===== src/verilog/tec_regs.svh =====
/*
 * register offsets, field positions, reset values and divider
 * counts of the timer/event counter.
 * assumes avalon byte addresses, one 32-bit word per register.
 */
`ifndef TEC_REGS_SVH
`define TEC_REGS_SVH

// ------------------------------------------------------------
// register word indices (byte address = index * 4)
// ------------------------------------------------------------
`define TEC_IDX_MODE 3'h0
`define TEC_IDX_CRC 3'h1
`define TEC_IDX_PRM 3'h2
`define TEC_IDX_CMPA 3'h3
`define TEC_IDX_CAPB 3'h4
`define TEC_IDX_CNT 3'h5
`define TEC_IDX_STAT 3'h6

// ------------------------------------------------------------
// field positions
// ------------------------------------------------------------
`define TEC_PRM_CLK_LO 0
`define TEC_PRM_CLK_HI 1
`define TEC_PRM_ESA_LO 4
`define TEC_PRM_ESA_HI 5
`define TEC_PRM_ESB_LO 6
`define TEC_PRM_ESB_HI 7
`define TEC_CRC_A_CAP 0
`define TEC_CRC_A_REV 1
`define TEC_STAT_OVF 0

// ------------------------------------------------------------
// reset values and constants
// ------------------------------------------------------------
`define TEC_RST_PRM 8'h00
`define TEC_RST_CRC 2'h0
`define TEC_RST_CMPA 16'h0000
`define TEC_CNT_ZERO 16'h0000
`define TEC_CNT_TOP 16'hFFFF
`define TEC_CNT_ONE 16'h0001
`define TEC_DIV4_LAST 8'h03
`define TEC_DIV256_LAST 8'hFF
`define TEC_DIV_ONE 8'h01
`define TEC_DIV_ZERO 8'h00
`define TEC_DIV256_MASK 8'hFF
`define TEC_DIV4_MASK 8'h03

`endif


===== src/verilog/tec_pkg.sv =====
/*
 * types of the timer/event counter.
 * assumes tec_regs.svh supplies the numeric constants.
 */
package tec_pkg;

    // operating mode, gray coded along stop/free/match/edge
    typedef enum logic [1:0] {
        TEC_STOP = 2'h0,
        TEC_FREE = 2'h1,
        TEC_CLR_MATCH = 2'h3,
        TEC_CLR_EDGE = 2'h2
    } tec_mode_t;

    // count clock source
    typedef enum logic [1:0] {
        TEC_CK_DIV1 = 2'h0,
        TEC_CK_DIV4 = 2'h1,
        TEC_CK_DIV256 = 2'h2,
        TEC_CK_EDGE = 2'h3
    } tec_clk_t;

    // valid edge selection
    typedef enum logic [1:0] {
        TEC_ES_FALL = 2'h0,
        TEC_ES_RISE = 2'h1,
        TEC_ES_BAD = 2'h2,
        TEC_ES_BOTH = 2'h3
    } tec_es_t;

endpackage


===== src/verilog/tec_edge_if.sv =====
/*
 * carrier between the counter core and an input edge filter.
 * assumes pin_s is already synchronised to mclk.
 */
`timescale 1ns/1ns
interface tec_edge_if;
    logic smp_en;
    logic pin_s;
    logic rise;
    logic fall;
    modport filt (input smp_en, input pin_s, output rise, output fall);
    modport core (output smp_en, output pin_s, input rise, input fall);
endinterface


===== src/verilog/tec_edge_filt.sv =====
/*
 * noise filter for one timer input: a level is accepted only
 * after two equal samples, then a rise or fall pulse is given.
 * assumes smp_en is a one-cycle enable on mclk.
 */
`timescale 1ns/1ns
module tec_edge_filt
    import tec_pkg::*;
(
    input wire logic mclk,
    input wire logic srst,
    tec_edge_if.filt eif
);
    logic smp_r, smp_nxt;
    logic lvl_r, lvl_nxt;
    logic rise_r, rise_nxt;
    logic fall_r, fall_nxt;

    // ------------------------------------------------------------
    // two-sample level check
    // ------------------------------------------------------------
    always_comb begin
        smp_nxt = smp_r;
        lvl_nxt = lvl_r;
        rise_nxt = 1'b0;
        fall_nxt = 1'b0;
        if (eif.smp_en) begin
            smp_nxt = eif.pin_s;
            if (eif.pin_s == smp_r && eif.pin_s != lvl_r) begin
                lvl_nxt = eif.pin_s;
                rise_nxt = eif.pin_s;
                fall_nxt = ~eif.pin_s;
            end
        end
    end

    always_ff @(posedge mclk) begin
        if (srst) begin
            smp_r <= 1'b0;
            lvl_r <= 1'b0;
            rise_r <= 1'b0;
            fall_r <= 1'b0;
        end else begin
            smp_r <= smp_nxt;
            lvl_r <= lvl_nxt;
            rise_r <= rise_nxt;
            fall_r <= fall_nxt;
        end
    end

    assign eif.rise = rise_r;
    assign eif.fall = fall_r;
endmodule


===== src/verilog/tec_timer.sv =====
/*
 * 16-bit timer/event counter with interval, event count and
 * pulse width capture, reached over avalon-mm with waitrequest.
 * assumes edge_input_a/b are asynchronous pins; one clock mclk.
 */
// Functional notes
// - interval mode: clear on match, pulse match irq
// - period is compare value plus one
// - prescaler bits 1:0 choose count clock
// - overflow whenever the count wraps from FFFFH
// - lowered compare: run to overflow, wrap
// - event mode counts each valid input edge
// - event mode: clear on match, match irq
// - prescaler bits 5:4 pick event edge
// - event edge filtered by two fxp samples
// - event count starts after filtered edge
// - capture free-running or restart on edge
// - capture input sampled twice at count clock
// - capture latches counter, pulses capture irq
// - edge codes: 00 fall, 01 rise, 11 both
// - clock: fxp, fxp/4, fxp/256, input edge
`timescale 1ns/1ns
`include "tec_regs.svh"
module tec_timer
    import tec_pkg::*;
(
    input wire logic mclk,
    input wire logic srst,
    input wire logic [4:0] avs_address,
    input wire logic avs_read,
    input wire logic avs_write,
    input wire logic [31:0] avs_writedata,
    input wire logic [3:0] avs_byteenable,
    output logic [31:0] avs_readdata,
    output logic avs_waitrequest,
    input wire logic edge_input_a,
    input wire logic edge_input_b,
    output logic match_interrupt_a,
    output logic capture_interrupt_b,
    output logic overflow_flag
);
    // ------------------------------------------------------------
    // helpers
    // ------------------------------------------------------------
    function automatic logic edge_hit(input logic [1:0] sel,
                                      input logic rise,
                                      input logic fall);
        case (tec_es_t'(sel))
            TEC_ES_FALL: edge_hit = fall;
            TEC_ES_RISE: edge_hit = rise;
            TEC_ES_BOTH: edge_hit = rise | fall;
            TEC_ES_BAD: edge_hit = 1'b0; // prohibited code never hits
            default: edge_hit = 1'b0;
        endcase
    endfunction

    function automatic logic [15:0] merge16(input logic [15:0] old,
                                            input logic [31:0] wd,
                                            input logic [3:0] be);
        merge16 = {be[1] ? wd[15:8] : old[15:8],
                   be[0] ? wd[7:0] : old[7:0]};
    endfunction

    function automatic logic div_hit(input logic [7:0] cnt,
                                     input logic [7:0] mask,
                                     input logic [7:0] last);
        div_hit = ((cnt & mask) == last);
    endfunction

    // ------------------------------------------------------------
    // pin synchronisers and filters
    // ------------------------------------------------------------
    logic a_m_r, a_s_r, b_m_r, b_s_r;
    logic a_m_nxt, a_s_nxt, b_m_nxt, b_s_nxt;

    // two flops before the filters read either pin
    always_comb begin
        a_m_nxt = edge_input_a;
        a_s_nxt = a_m_r;
        b_m_nxt = edge_input_b;
        b_s_nxt = b_m_r;
    end

    always_ff @(posedge mclk) begin
        if (srst) begin
            a_m_r <= 1'b0;
            a_s_r <= 1'b0;
            b_m_r <= 1'b0;
            b_s_r <= 1'b0;
        end else begin
            a_m_r <= a_m_nxt;
            a_s_r <= a_s_nxt;
            b_m_r <= b_m_nxt;
            b_s_r <= b_s_nxt;
        end
    end

    tec_edge_if eif_a ();
    tec_edge_if eif_b ();

    tec_edge_filt u_filt_a (
        .mclk(mclk),
        .srst(srst),
        .eif(eif_a.filt)
    );

    tec_edge_filt u_filt_b (
        .mclk(mclk),
        .srst(srst),
        .eif(eif_b.filt)
    );

    // ------------------------------------------------------------
    // registers
    // ------------------------------------------------------------
    tec_mode_t mode_r, mode_nxt;
    logic [1:0] crc_r, crc_nxt;
    logic [7:0] prm_r, prm_nxt;
    logic [15:0] cmpa_r, cmpa_nxt;
    logic [15:0] capb_r, capb_nxt;
    logic [15:0] cnt_r, cnt_nxt;
    logic [7:0] div_r, div_nxt;
    logic ovf_r, ovf_nxt;
    logic mirq_r, mirq_nxt;
    logic cirq_r, cirq_nxt;
    logic ack_r, ack_nxt;
    logic [31:0] rd_r, rd_nxt;

    logic run, tick, es_a, es_b, rev_a, wr_en;
    logic [2:0] idx;
    tec_clk_t ck_sel;

    assign idx = avs_address[4:2];
    // a write lands at the edge that sees waitrequest low
    assign wr_en = avs_write & ack_r;
    assign run = (mode_r != TEC_STOP);
    assign ck_sel = tec_clk_t'(prm_r[`TEC_PRM_CLK_HI:`TEC_PRM_CLK_LO]);

    // edge input sampled at fxp for counting, else at count clock
    assign eif_a.pin_s = a_s_r;
    assign eif_b.pin_s = b_s_r;
    assign eif_a.smp_en = (ck_sel == TEC_CK_EDGE) ? 1'b1 : tick;
    assign eif_b.smp_en = (ck_sel == TEC_CK_EDGE) ? 1'b1 : tick;

    assign es_a = run & edge_hit(prm_r[`TEC_PRM_ESA_HI:`TEC_PRM_ESA_LO],
                                 eif_a.rise, eif_a.fall);
    assign es_b = run & edge_hit(prm_r[`TEC_PRM_ESB_HI:`TEC_PRM_ESB_LO],
                                 eif_b.rise, eif_b.fall);
    // opposite edge of input a, for the two-register capture
    assign rev_a = run & (edge_hit(prm_r[`TEC_PRM_ESA_HI:`TEC_PRM_ESA_LO],
                                   eif_a.fall, eif_a.rise));

    // ------------------------------------------------------------
    // count clock selection
    // ------------------------------------------------------------
    always_comb begin
        case (ck_sel)
            TEC_CK_DIV1: tick = run;
            TEC_CK_DIV4: tick = run &
                div_hit(div_r, `TEC_DIV4_MASK, `TEC_DIV4_LAST);
            TEC_CK_DIV256: tick = run &
                div_hit(div_r, `TEC_DIV256_MASK, `TEC_DIV256_LAST);
            TEC_CK_EDGE: tick = es_a;
            default: tick = 1'b0;
        endcase
    end

    // ------------------------------------------------------------
    // counter, captures and flags
    // ------------------------------------------------------------
    always_comb begin
        mode_nxt = mode_r;
        crc_nxt = crc_r;
        prm_nxt = prm_r;
        cmpa_nxt = cmpa_r;
        capb_nxt = capb_r;
        cnt_nxt = cnt_r;
        // divider restarts whenever the timer stops
        div_nxt = run ? div_r + `TEC_DIV_ONE : `TEC_DIV_ZERO;
        ovf_nxt = ovf_r;
        mirq_nxt = 1'b0;
        cirq_nxt = 1'b0;

        if (!run) begin
            cnt_nxt = `TEC_CNT_ZERO;
        end else if (tick) begin
            if (cnt_r == `TEC_CNT_TOP) begin
                cnt_nxt = `TEC_CNT_ZERO;
            end else begin
                cnt_nxt = cnt_r + `TEC_CNT_ONE;
            end
            if (!crc_r[`TEC_CRC_A_CAP] && cnt_r == cmpa_r) begin
                mirq_nxt = 1'b1;
                if (mode_r == TEC_CLR_MATCH) begin
                    cnt_nxt = `TEC_CNT_ZERO;
                end
            end
        end

        // restart on edge of input a, after capturing into b
        if (mode_r == TEC_CLR_EDGE && es_a) begin
            cnt_nxt = `TEC_CNT_ZERO;
        end
        if ((mode_r == TEC_FREE || mode_r == TEC_CLR_EDGE) && es_a) begin
            capb_nxt = cnt_r;
            cirq_nxt = 1'b1;
        end
        if (crc_r[`TEC_CRC_A_CAP]) begin
            if (crc_r[`TEC_CRC_A_REV] ? rev_a : es_b) begin
                cmpa_nxt = cnt_r;
                mirq_nxt = ~crc_r[`TEC_CRC_A_REV];
            end
        end

        // software writes; status is write-one-to-clear
        if (wr_en) begin
            case (idx)
                `TEC_IDX_MODE: if (avs_byteenable[0])
                    mode_nxt = tec_mode_t'(avs_writedata[1:0]);
                `TEC_IDX_CRC: if (avs_byteenable[0])
                    crc_nxt = avs_writedata[1:0];
                `TEC_IDX_PRM: if (avs_byteenable[0])
                    prm_nxt = avs_writedata[7:0];
                `TEC_IDX_CMPA:
                    cmpa_nxt = merge16(cmpa_r, avs_writedata, avs_byteenable);
                `TEC_IDX_STAT:
                    if (avs_byteenable[0] && avs_writedata[`TEC_STAT_OVF])
                        ovf_nxt = 1'b0;
                `TEC_IDX_CAPB, `TEC_IDX_CNT: ; // read only
                default: ;
            endcase
        end
        // set wins over a simultaneous clear
        if (tick && cnt_r == `TEC_CNT_TOP) begin
            ovf_nxt = 1'b1;
        end
    end

    // ------------------------------------------------------------
    // avalon slave: one wait cycle, read data from flops
    // ------------------------------------------------------------
    always_comb begin
        ack_nxt = (avs_read | avs_write) & ~ack_r;
        rd_nxt = rd_r;
        if (avs_read && !ack_r) begin
            case (idx)
                `TEC_IDX_MODE: rd_nxt = {30'h0000_0000, mode_r};
                `TEC_IDX_CRC: rd_nxt = {30'h0000_0000, crc_r};
                `TEC_IDX_PRM: rd_nxt = {24'h00_0000, prm_r};
                `TEC_IDX_CMPA: rd_nxt = {16'h0000, cmpa_r};
                `TEC_IDX_CAPB: rd_nxt = {16'h0000, capb_r};
                `TEC_IDX_CNT: rd_nxt = {16'h0000, cnt_r};
                `TEC_IDX_STAT: rd_nxt = {31'h0000_0000, ovf_r};
                default: rd_nxt = 32'h0000_0000;
            endcase
        end
    end

    always_ff @(posedge mclk) begin
        if (srst) begin
            ack_r <= 1'b0;
            rd_r <= 32'h0000_0000;
        end else begin
            ack_r <= ack_nxt;
            rd_r <= rd_nxt;
        end
    end

    // ------------------------------------------------------------
    // counter and register state
    // ------------------------------------------------------------
    always_ff @(posedge mclk) begin
        if (srst) begin
            mode_r <= TEC_STOP;
            crc_r <= `TEC_RST_CRC;
            prm_r <= `TEC_RST_PRM;
            cmpa_r <= `TEC_RST_CMPA;
            capb_r <= `TEC_CNT_ZERO;
            cnt_r <= `TEC_CNT_ZERO;
            div_r <= `TEC_DIV_ZERO;
            ovf_r <= 1'b0;
            mirq_r <= 1'b0;
            cirq_r <= 1'b0;
        end else begin
            mode_r <= mode_nxt;
            crc_r <= crc_nxt;
            prm_r <= prm_nxt;
            cmpa_r <= cmpa_nxt;
            capb_r <= capb_nxt;
            cnt_r <= cnt_nxt;
            div_r <= div_nxt;
            ovf_r <= ovf_nxt;
            mirq_r <= mirq_nxt;
            cirq_r <= cirq_nxt;
        end
    end

    assign avs_waitrequest = (avs_read | avs_write) & ~ack_r;
    assign avs_readdata = rd_r;
    assign match_interrupt_a = mirq_r;
    assign capture_interrupt_b = cirq_r;
    assign overflow_flag = ovf_r;
endmodule

===== config.mk =====
export PLATFORM = sky130hd
export DESIGN_NAME = tec_timer
export DESIGN_NICKNAME = d
export VERILOG_FILES = /design/src/verilog/tec_pkg.sv /design/src/verilog/tec_edge_if.sv /design/src/verilog/tec_edge_filt.sv /design/src/verilog/tec_timer.sv
export VERILOG_INCLUDE_DIRS = /design/src /design/src/verilog
export SDC_FILE = /design/constraint.sdc
export NUM_CORES = 1
export LEC_CHECK = 0
export BUFFER_PORTS_ARGS = -buffer_cell sky130_fd_sc_hd__buf_2
export CORE_ASPECT_RATIO = 1.5
export CORE_UTILIZATION = 35
export CTS_CLUSTER_SIZE = 20
export DETAILED_ROUTE_END_ITERATION = 16
export GPL_TIMING_DRIVEN = 0
export PLACE_DENSITY = 0.61
export SLEW_MARGIN = 0
export SYNTH_ARGS = -nofsm -noshare
export SYNTH_HDL_FRONTEND = slang
export SYNTH_HIERARCHICAL = 1
export SYNTH_SLANG_ARGS = --single-unit

===== constraint.sdc =====
create_clock -name mclk -period 2.9 [get_ports mclk]
set_input_delay 0.29 -clock mclk [delete_from_list [all_inputs] [get_ports mclk]]
set_output_delay 0.29 -clock mclk [all_outputs]
set_load 0.05 [all_outputs]

Yosys cells after proc, flatten, opt, wreduce, memory -nomap -nowiden
Cells that the tools add are included.
- bits in registers: 116
- input port bits: 47
- add/sub/neg operators: 2
- equality and inequality tests: 28
- muxes and demuxes: 26
- bitwise gates (word level): 18
- reduce and logical (&&, ||, !) cells: 29
- operators by type and width (operator ; number):
    $mux 16 ; 7
    $pmux 16 s7 ; 1
    $eq 2x2->1 const B ; 9
    $add 16x1->16 const B ; 1
    $eq 16x16->1 ; 1
    $eq 16x16->1 const B ; 1
    $mux 8 ; 2
    $pmux 1 s4 ; 4
    $mux 1 ; 12
    $reduce_and 3->1 ; 4
    $eq 3x3->1 const B ; 3
    $reduce_or 3->1 ; 3
    $add 8x1->8 const B ; 1
    $eq 2x1->1 const B ; 4
    $eq 8x8->1 const B ; 1
    $logic_and 1x1->1 ; 8
    $not 1->1 ; 8
    $reduce_bool 2->1 ; 4
    $and 1x1->1 ; 7
    $eq 3x2->1 const B ; 2
    $logic_not 2->1 ; 3
    $ne 3x3->1 const B ; 2
    $reduce_and 2->1 ; 2
    $eq 3x1->1 const B ; 1
    7 further kinds ; 12

Depth between registers and ports, before layout
- depth after elaboration: 8
- depth in mapped cells: 9
- mapped depth without buffers: 8

By module
Netlist, hierarchy kept.
- by module, submodules not included (module ; times used ; cells each ; area each (µm²)):
    tec_timer ; 1 ; 570 ; 4981.0
    tec_edge_filt ; 2 ; 15 ; 165.2

Least setup slack after synthesis
OpenSTA, ideal clock, no wires.
- path kind: register to register
- start point: register mode_r[0]
- end point: register cnt_r[5]
- arrival: 2.016 ns
- setup slack: 0.824 ns
- cell stages (with the launch flop): 8
- buffers on the path: 1
- path through: dfxtp_1 inv_1 ha_1 or2_2 clkbuf_1 a21o_2 nor4_4 a22o_1
- word-level cells in the longest chain between the ends: 4
- elaborated cells between the ends (all ways): 12
- those cells by class: 2 x eq/ne; 3 x mux; 4 x bitwise; 3 x reduce/logical
- RTL lines (element ; line ; source):
    start: declaration ; tec_timer.sv:116 ; tec_mode_t mode_r, mode_nxt;
    start signal: assignment ; tec_timer.sv:285 ; mode_r <= mode_nxt;
    $reduce_bool 2->1 ; tec_timer.sv:136 ; assign run = (mode_r != TEC_STOP);
    $and 1x1->1 ; tec_timer.sv:145 ; assign es_a = run & edge_hit(prm_r[`TEC_PRM_ESA_HI:`TEC_PRM_ESA_LO],
    $logic_and 1x1->1 ; tec_timer.sv:201 ; if (mode_r == TEC_CLR_EDGE && es_a) begin
    $reduce_or 3->1 (no source line) ; -- ;
    end signal: assignment ; tec_timer.sv:279 ; cnt_r <= `TEC_CNT_ZERO;
    end signal: assignment ; tec_timer.sv:290 ; cnt_r <= cnt_nxt;
    end: declaration ; tec_timer.sv:121 ; logic [15:0] cnt_r, cnt_nxt;
Parallel ways exist; a longest one is shown, timed or not.
A chain may end at the register's enable or synchronous reset.

Worst setup path in the final report
- start point: register mode_r[1]
- end point: register cnt_r[5]
The elaborated chain is that of the path after synthesis.

==> metrics.txt <==
Synth Area in Adders=1.885%; drt drc=0; family with the most delay on the worst path=simple AND/OR/NAND/NOR gates; main combinational cell family by area after synthesis=simple AND/OR/NAND/NOR gates; clock sink count=100; sequential area share after synthesis=37.69%; combinational share of power=8.2%; Setup CP Type=flip-flop to flip-flop; Longest Clk Path Bufs=2; Synth area leader=dfxtp_1; Non-Filler Instances=871; Core Area=14660 um^2; largest net degree at the start of global routing=19; status=finished, final reports clean; DRT Wirelength=14.57 mm; CP Max Fanout=10; synthesized flop and latch total=100; CP Buf/Inv Count=2; Hold WC Path Type=input port to flip-flop; max-cap violations=0; vias per cell=5.308; mux share of post-synthesis cell area=7.373%; Tot Pwr=2.799 mW; Area contributors post-synth=dfxtp_1 38%, mux2i_1 7.2%, nor2_1 6.2%; startpoint types=flip-flop; CTS tree=yes; Rel. slew slack=37.62%; CTS root buf=clkbuf_16; gr usage total=19.24%; Seq pwr share=49.7%; Fmax achieved=0.3943 GHz; Final GP Congestion=0.9481; # resized after CTS=0; DP Cell Count=855; share of the synthesized area in the top cell type=37.69%; initial core utilization=36.23%; Net Sw Power=0.7545 mW; Slew Viols, Final=0; number of flops mapped to enable cells by yosys=0; Power Density=457.6 nW/um^2; Pint=2.045 mW; crit end category=flip-flop; Initial DRC Count=260; CP peak stage delay=0.60 ns; Synth Warn #=6; via count=4623; gr ovfl total=0; CTS H-tree lvls=3; Hold-fix buffers, CTS=0; Cells after Synth=600; mean post-synth cell area=8.852 um^2; Leak=2.576 nW; Top FF cell, synth=dfxtp_1; Mapped Area=5311 um^2; Detail Route Antenna Nets=0; Final Cycle Share=87.45%; Die Y-Extent=152.9 um; ant diodes=0; first-pass GRT wire length=23.01 mm; Distinct cells, synth=72; Detailed Routing Iterations Pass 1=5; ys async rst share=0%; port bufs=44; final hold vios=0; vias in the first global route=4602; TNS Setup=0 ns; Setup Skew=0.01122 ns; clock-pin transition on the worst setup and hold timing paths=0.08 ns; initial antenna violation count=0; I/O pin cnt=83; Worst-Margin Slew=0.9260 ns; Period minus WS final=2.536 ns; clock latency on the worst-skew pair=0.36 ns; Worst Path Arrival=2.83 ns; worst-path cell chain=inv_1 > ha_1 > or2_2 > clkbuf_1 > a21o_2 > nor4_4 > a22o_1; Routed WL per cell=16.73 um; Filler Cells Inserted=1497; Switching Share=26.95%; Post-CTS Setup Bufs=0; HPWL after DPL=10.97 mm; Worst R2R Setup Slack=0.36 ns; clock share of power=42.1%; dpl ws=0.3708 ns; slowest cell on the critical path=nor4_4; Req. time, crit path=3.19 ns; final core occ=41.72%; commonest non-fill, non-tap cell in the layout=dfxtp_1; Die Wd=102.6 um; Num CTS Buffers=9; RSZ-0062 raised after global routing=no; Cell Rows=54; # nets final=725; fin worst setup slack=0.3638 ns; endpoints failing setup=0; Compound-Gate Fraction of Synth Area=19.13%; simple logic cell fraction of the synthesized area=21.32%; Area growth, synth to finish=15.17%; most frequent cells in the layout=100 x dfxtp_1, 88 x nor2_1, 49 x buf_2; share of cells above drive strength 1=19.56%; peak supply drop=0.0002443 V; XOR/XNOR Fraction of Synth Area=3.628%; DIE AREA=15680 um^2
-- logic make-up (layout without fill, tap and decap cells) --
kind of cell	after synthesis	in the layout
and+or+nand+nor	214	214
DFF	100	100
muxes	39	39
adders and majority gates	8	8
buffers and inverters	78	138
other	1	16
xor gates and xnor gates	22	22
AOI/OAI and AO/OA	138	138
-- through the flow --
step,cell area [um^2],hold slack [ns]
after floorplan,5368,0.3624
after CTS,6117,0.1500
after global placement,5833,0.4355
final,6117,0.1507
after detailed placement,5833,0.4400
after global routing,6117,0.1550
-- worst reg2reg max path, delay by kind of cell, from the launching register on --
kind	cells	cell delay, ns
compound gates	2	0.53
fa+ha+maj	1	0.31
simple gates	2	0.93
buf+inv	2	0.32
flops	1	0.39
-- layout make-up --
| type | count | area (um^2) | share of cell area, % |
|---|---|---|---|
| buffer | 64 | 420.4 | 6.873 |
| clock buffer | 9 | 225.2 | 3.682 |
| clock inverter | 7 | 58.81 | 0.9613 |
| inverter | 14 | 52.55 | 0.8591 |
| multi-input combinational | 437 | 2893 | 47.29 |
| sequential | 100 | 2002 | 32.73 |
| tap | 196 | 245.2 | 4.009 |
| timing repair buffer | 44 | 220.2 | 3.600 |
-- routing by layer --
metal	global-route usage, %	wire length [um]
met5	0	0
met4	11.90	676
met3	3.384	675
met2	31.62	7248
met1	22.72	5972
-- power groups by stage --
stage | Combinational [mW] | Clock (mW) | Sequential [mW]
after floorplan | 0.153 | 0 | 1.43
after global placement | 0.226 | 0 | 1.42
after detailed placement | 0.227 | 0 | 1.42
after CTS | 0.228 | 1.21 | 1.39
after global routing | 0.246 | 1.26 | 1.39
final | 0.230 | 1.18 | 1.39
-- final timing paths --
| kind | start | depth (start not counted) | endpoint |
|---|---|---|---|
| worst max-delay path | mode_r[1]$_SDFFE_PP0P_ | 7 | cnt_r[5]$_SDFFE_PP0P_ |
| worst min-delay path | edge_input_a | 2 | a_m_r$_SDFF_PP0_ |
| worst max register to register | mode_r[1]$_SDFFE_PP0P_ | 7 | cnt_r[5]$_SDFFE_PP0P_ |
| worst min register to register | a_m_r$_SDFF_PP0_ | 1 | a_s_r$_SDFF_PP0_ |
-- flip-flops by register name, summed over array words and instances, names as in the netlist, 2 cells and up --
register and cells:
avs_readdata 16, capb_r 16, cmpa_r 16, cnt_r 16
div_r 8, prm_r 8, crc_r 2, mode_r 2
-- synth_stat cells (3+ instances only) --
master	n
clkbuf_1	24
a22o_1	7
a21o_1	5
nand2b_1	5
inv_1	12
o21a_1	10
and3b_1	4
dfxtp_1	100
nand3b_1	8
buf_4	20
buf_2	5
xor2_1	21
mux2i_1	38
nor2_1	88
a211oi_1	3
nand3_1	12
and2_1	3
nor2b_1	15
nand2_1	27
ha_1	8
clkbuf_8	5
o31ai_1	6
clkbuf_2	3
buf_6	6
o41ai_1	3
nor4_1	7
and4_1	4
a22oi_1	23
a21oi_1	25
a221oi_1	5
o21ai_0	25
nor3_1	6
nand4_1	10
o221a_2	7
Power figures use the tool's default switching activity.
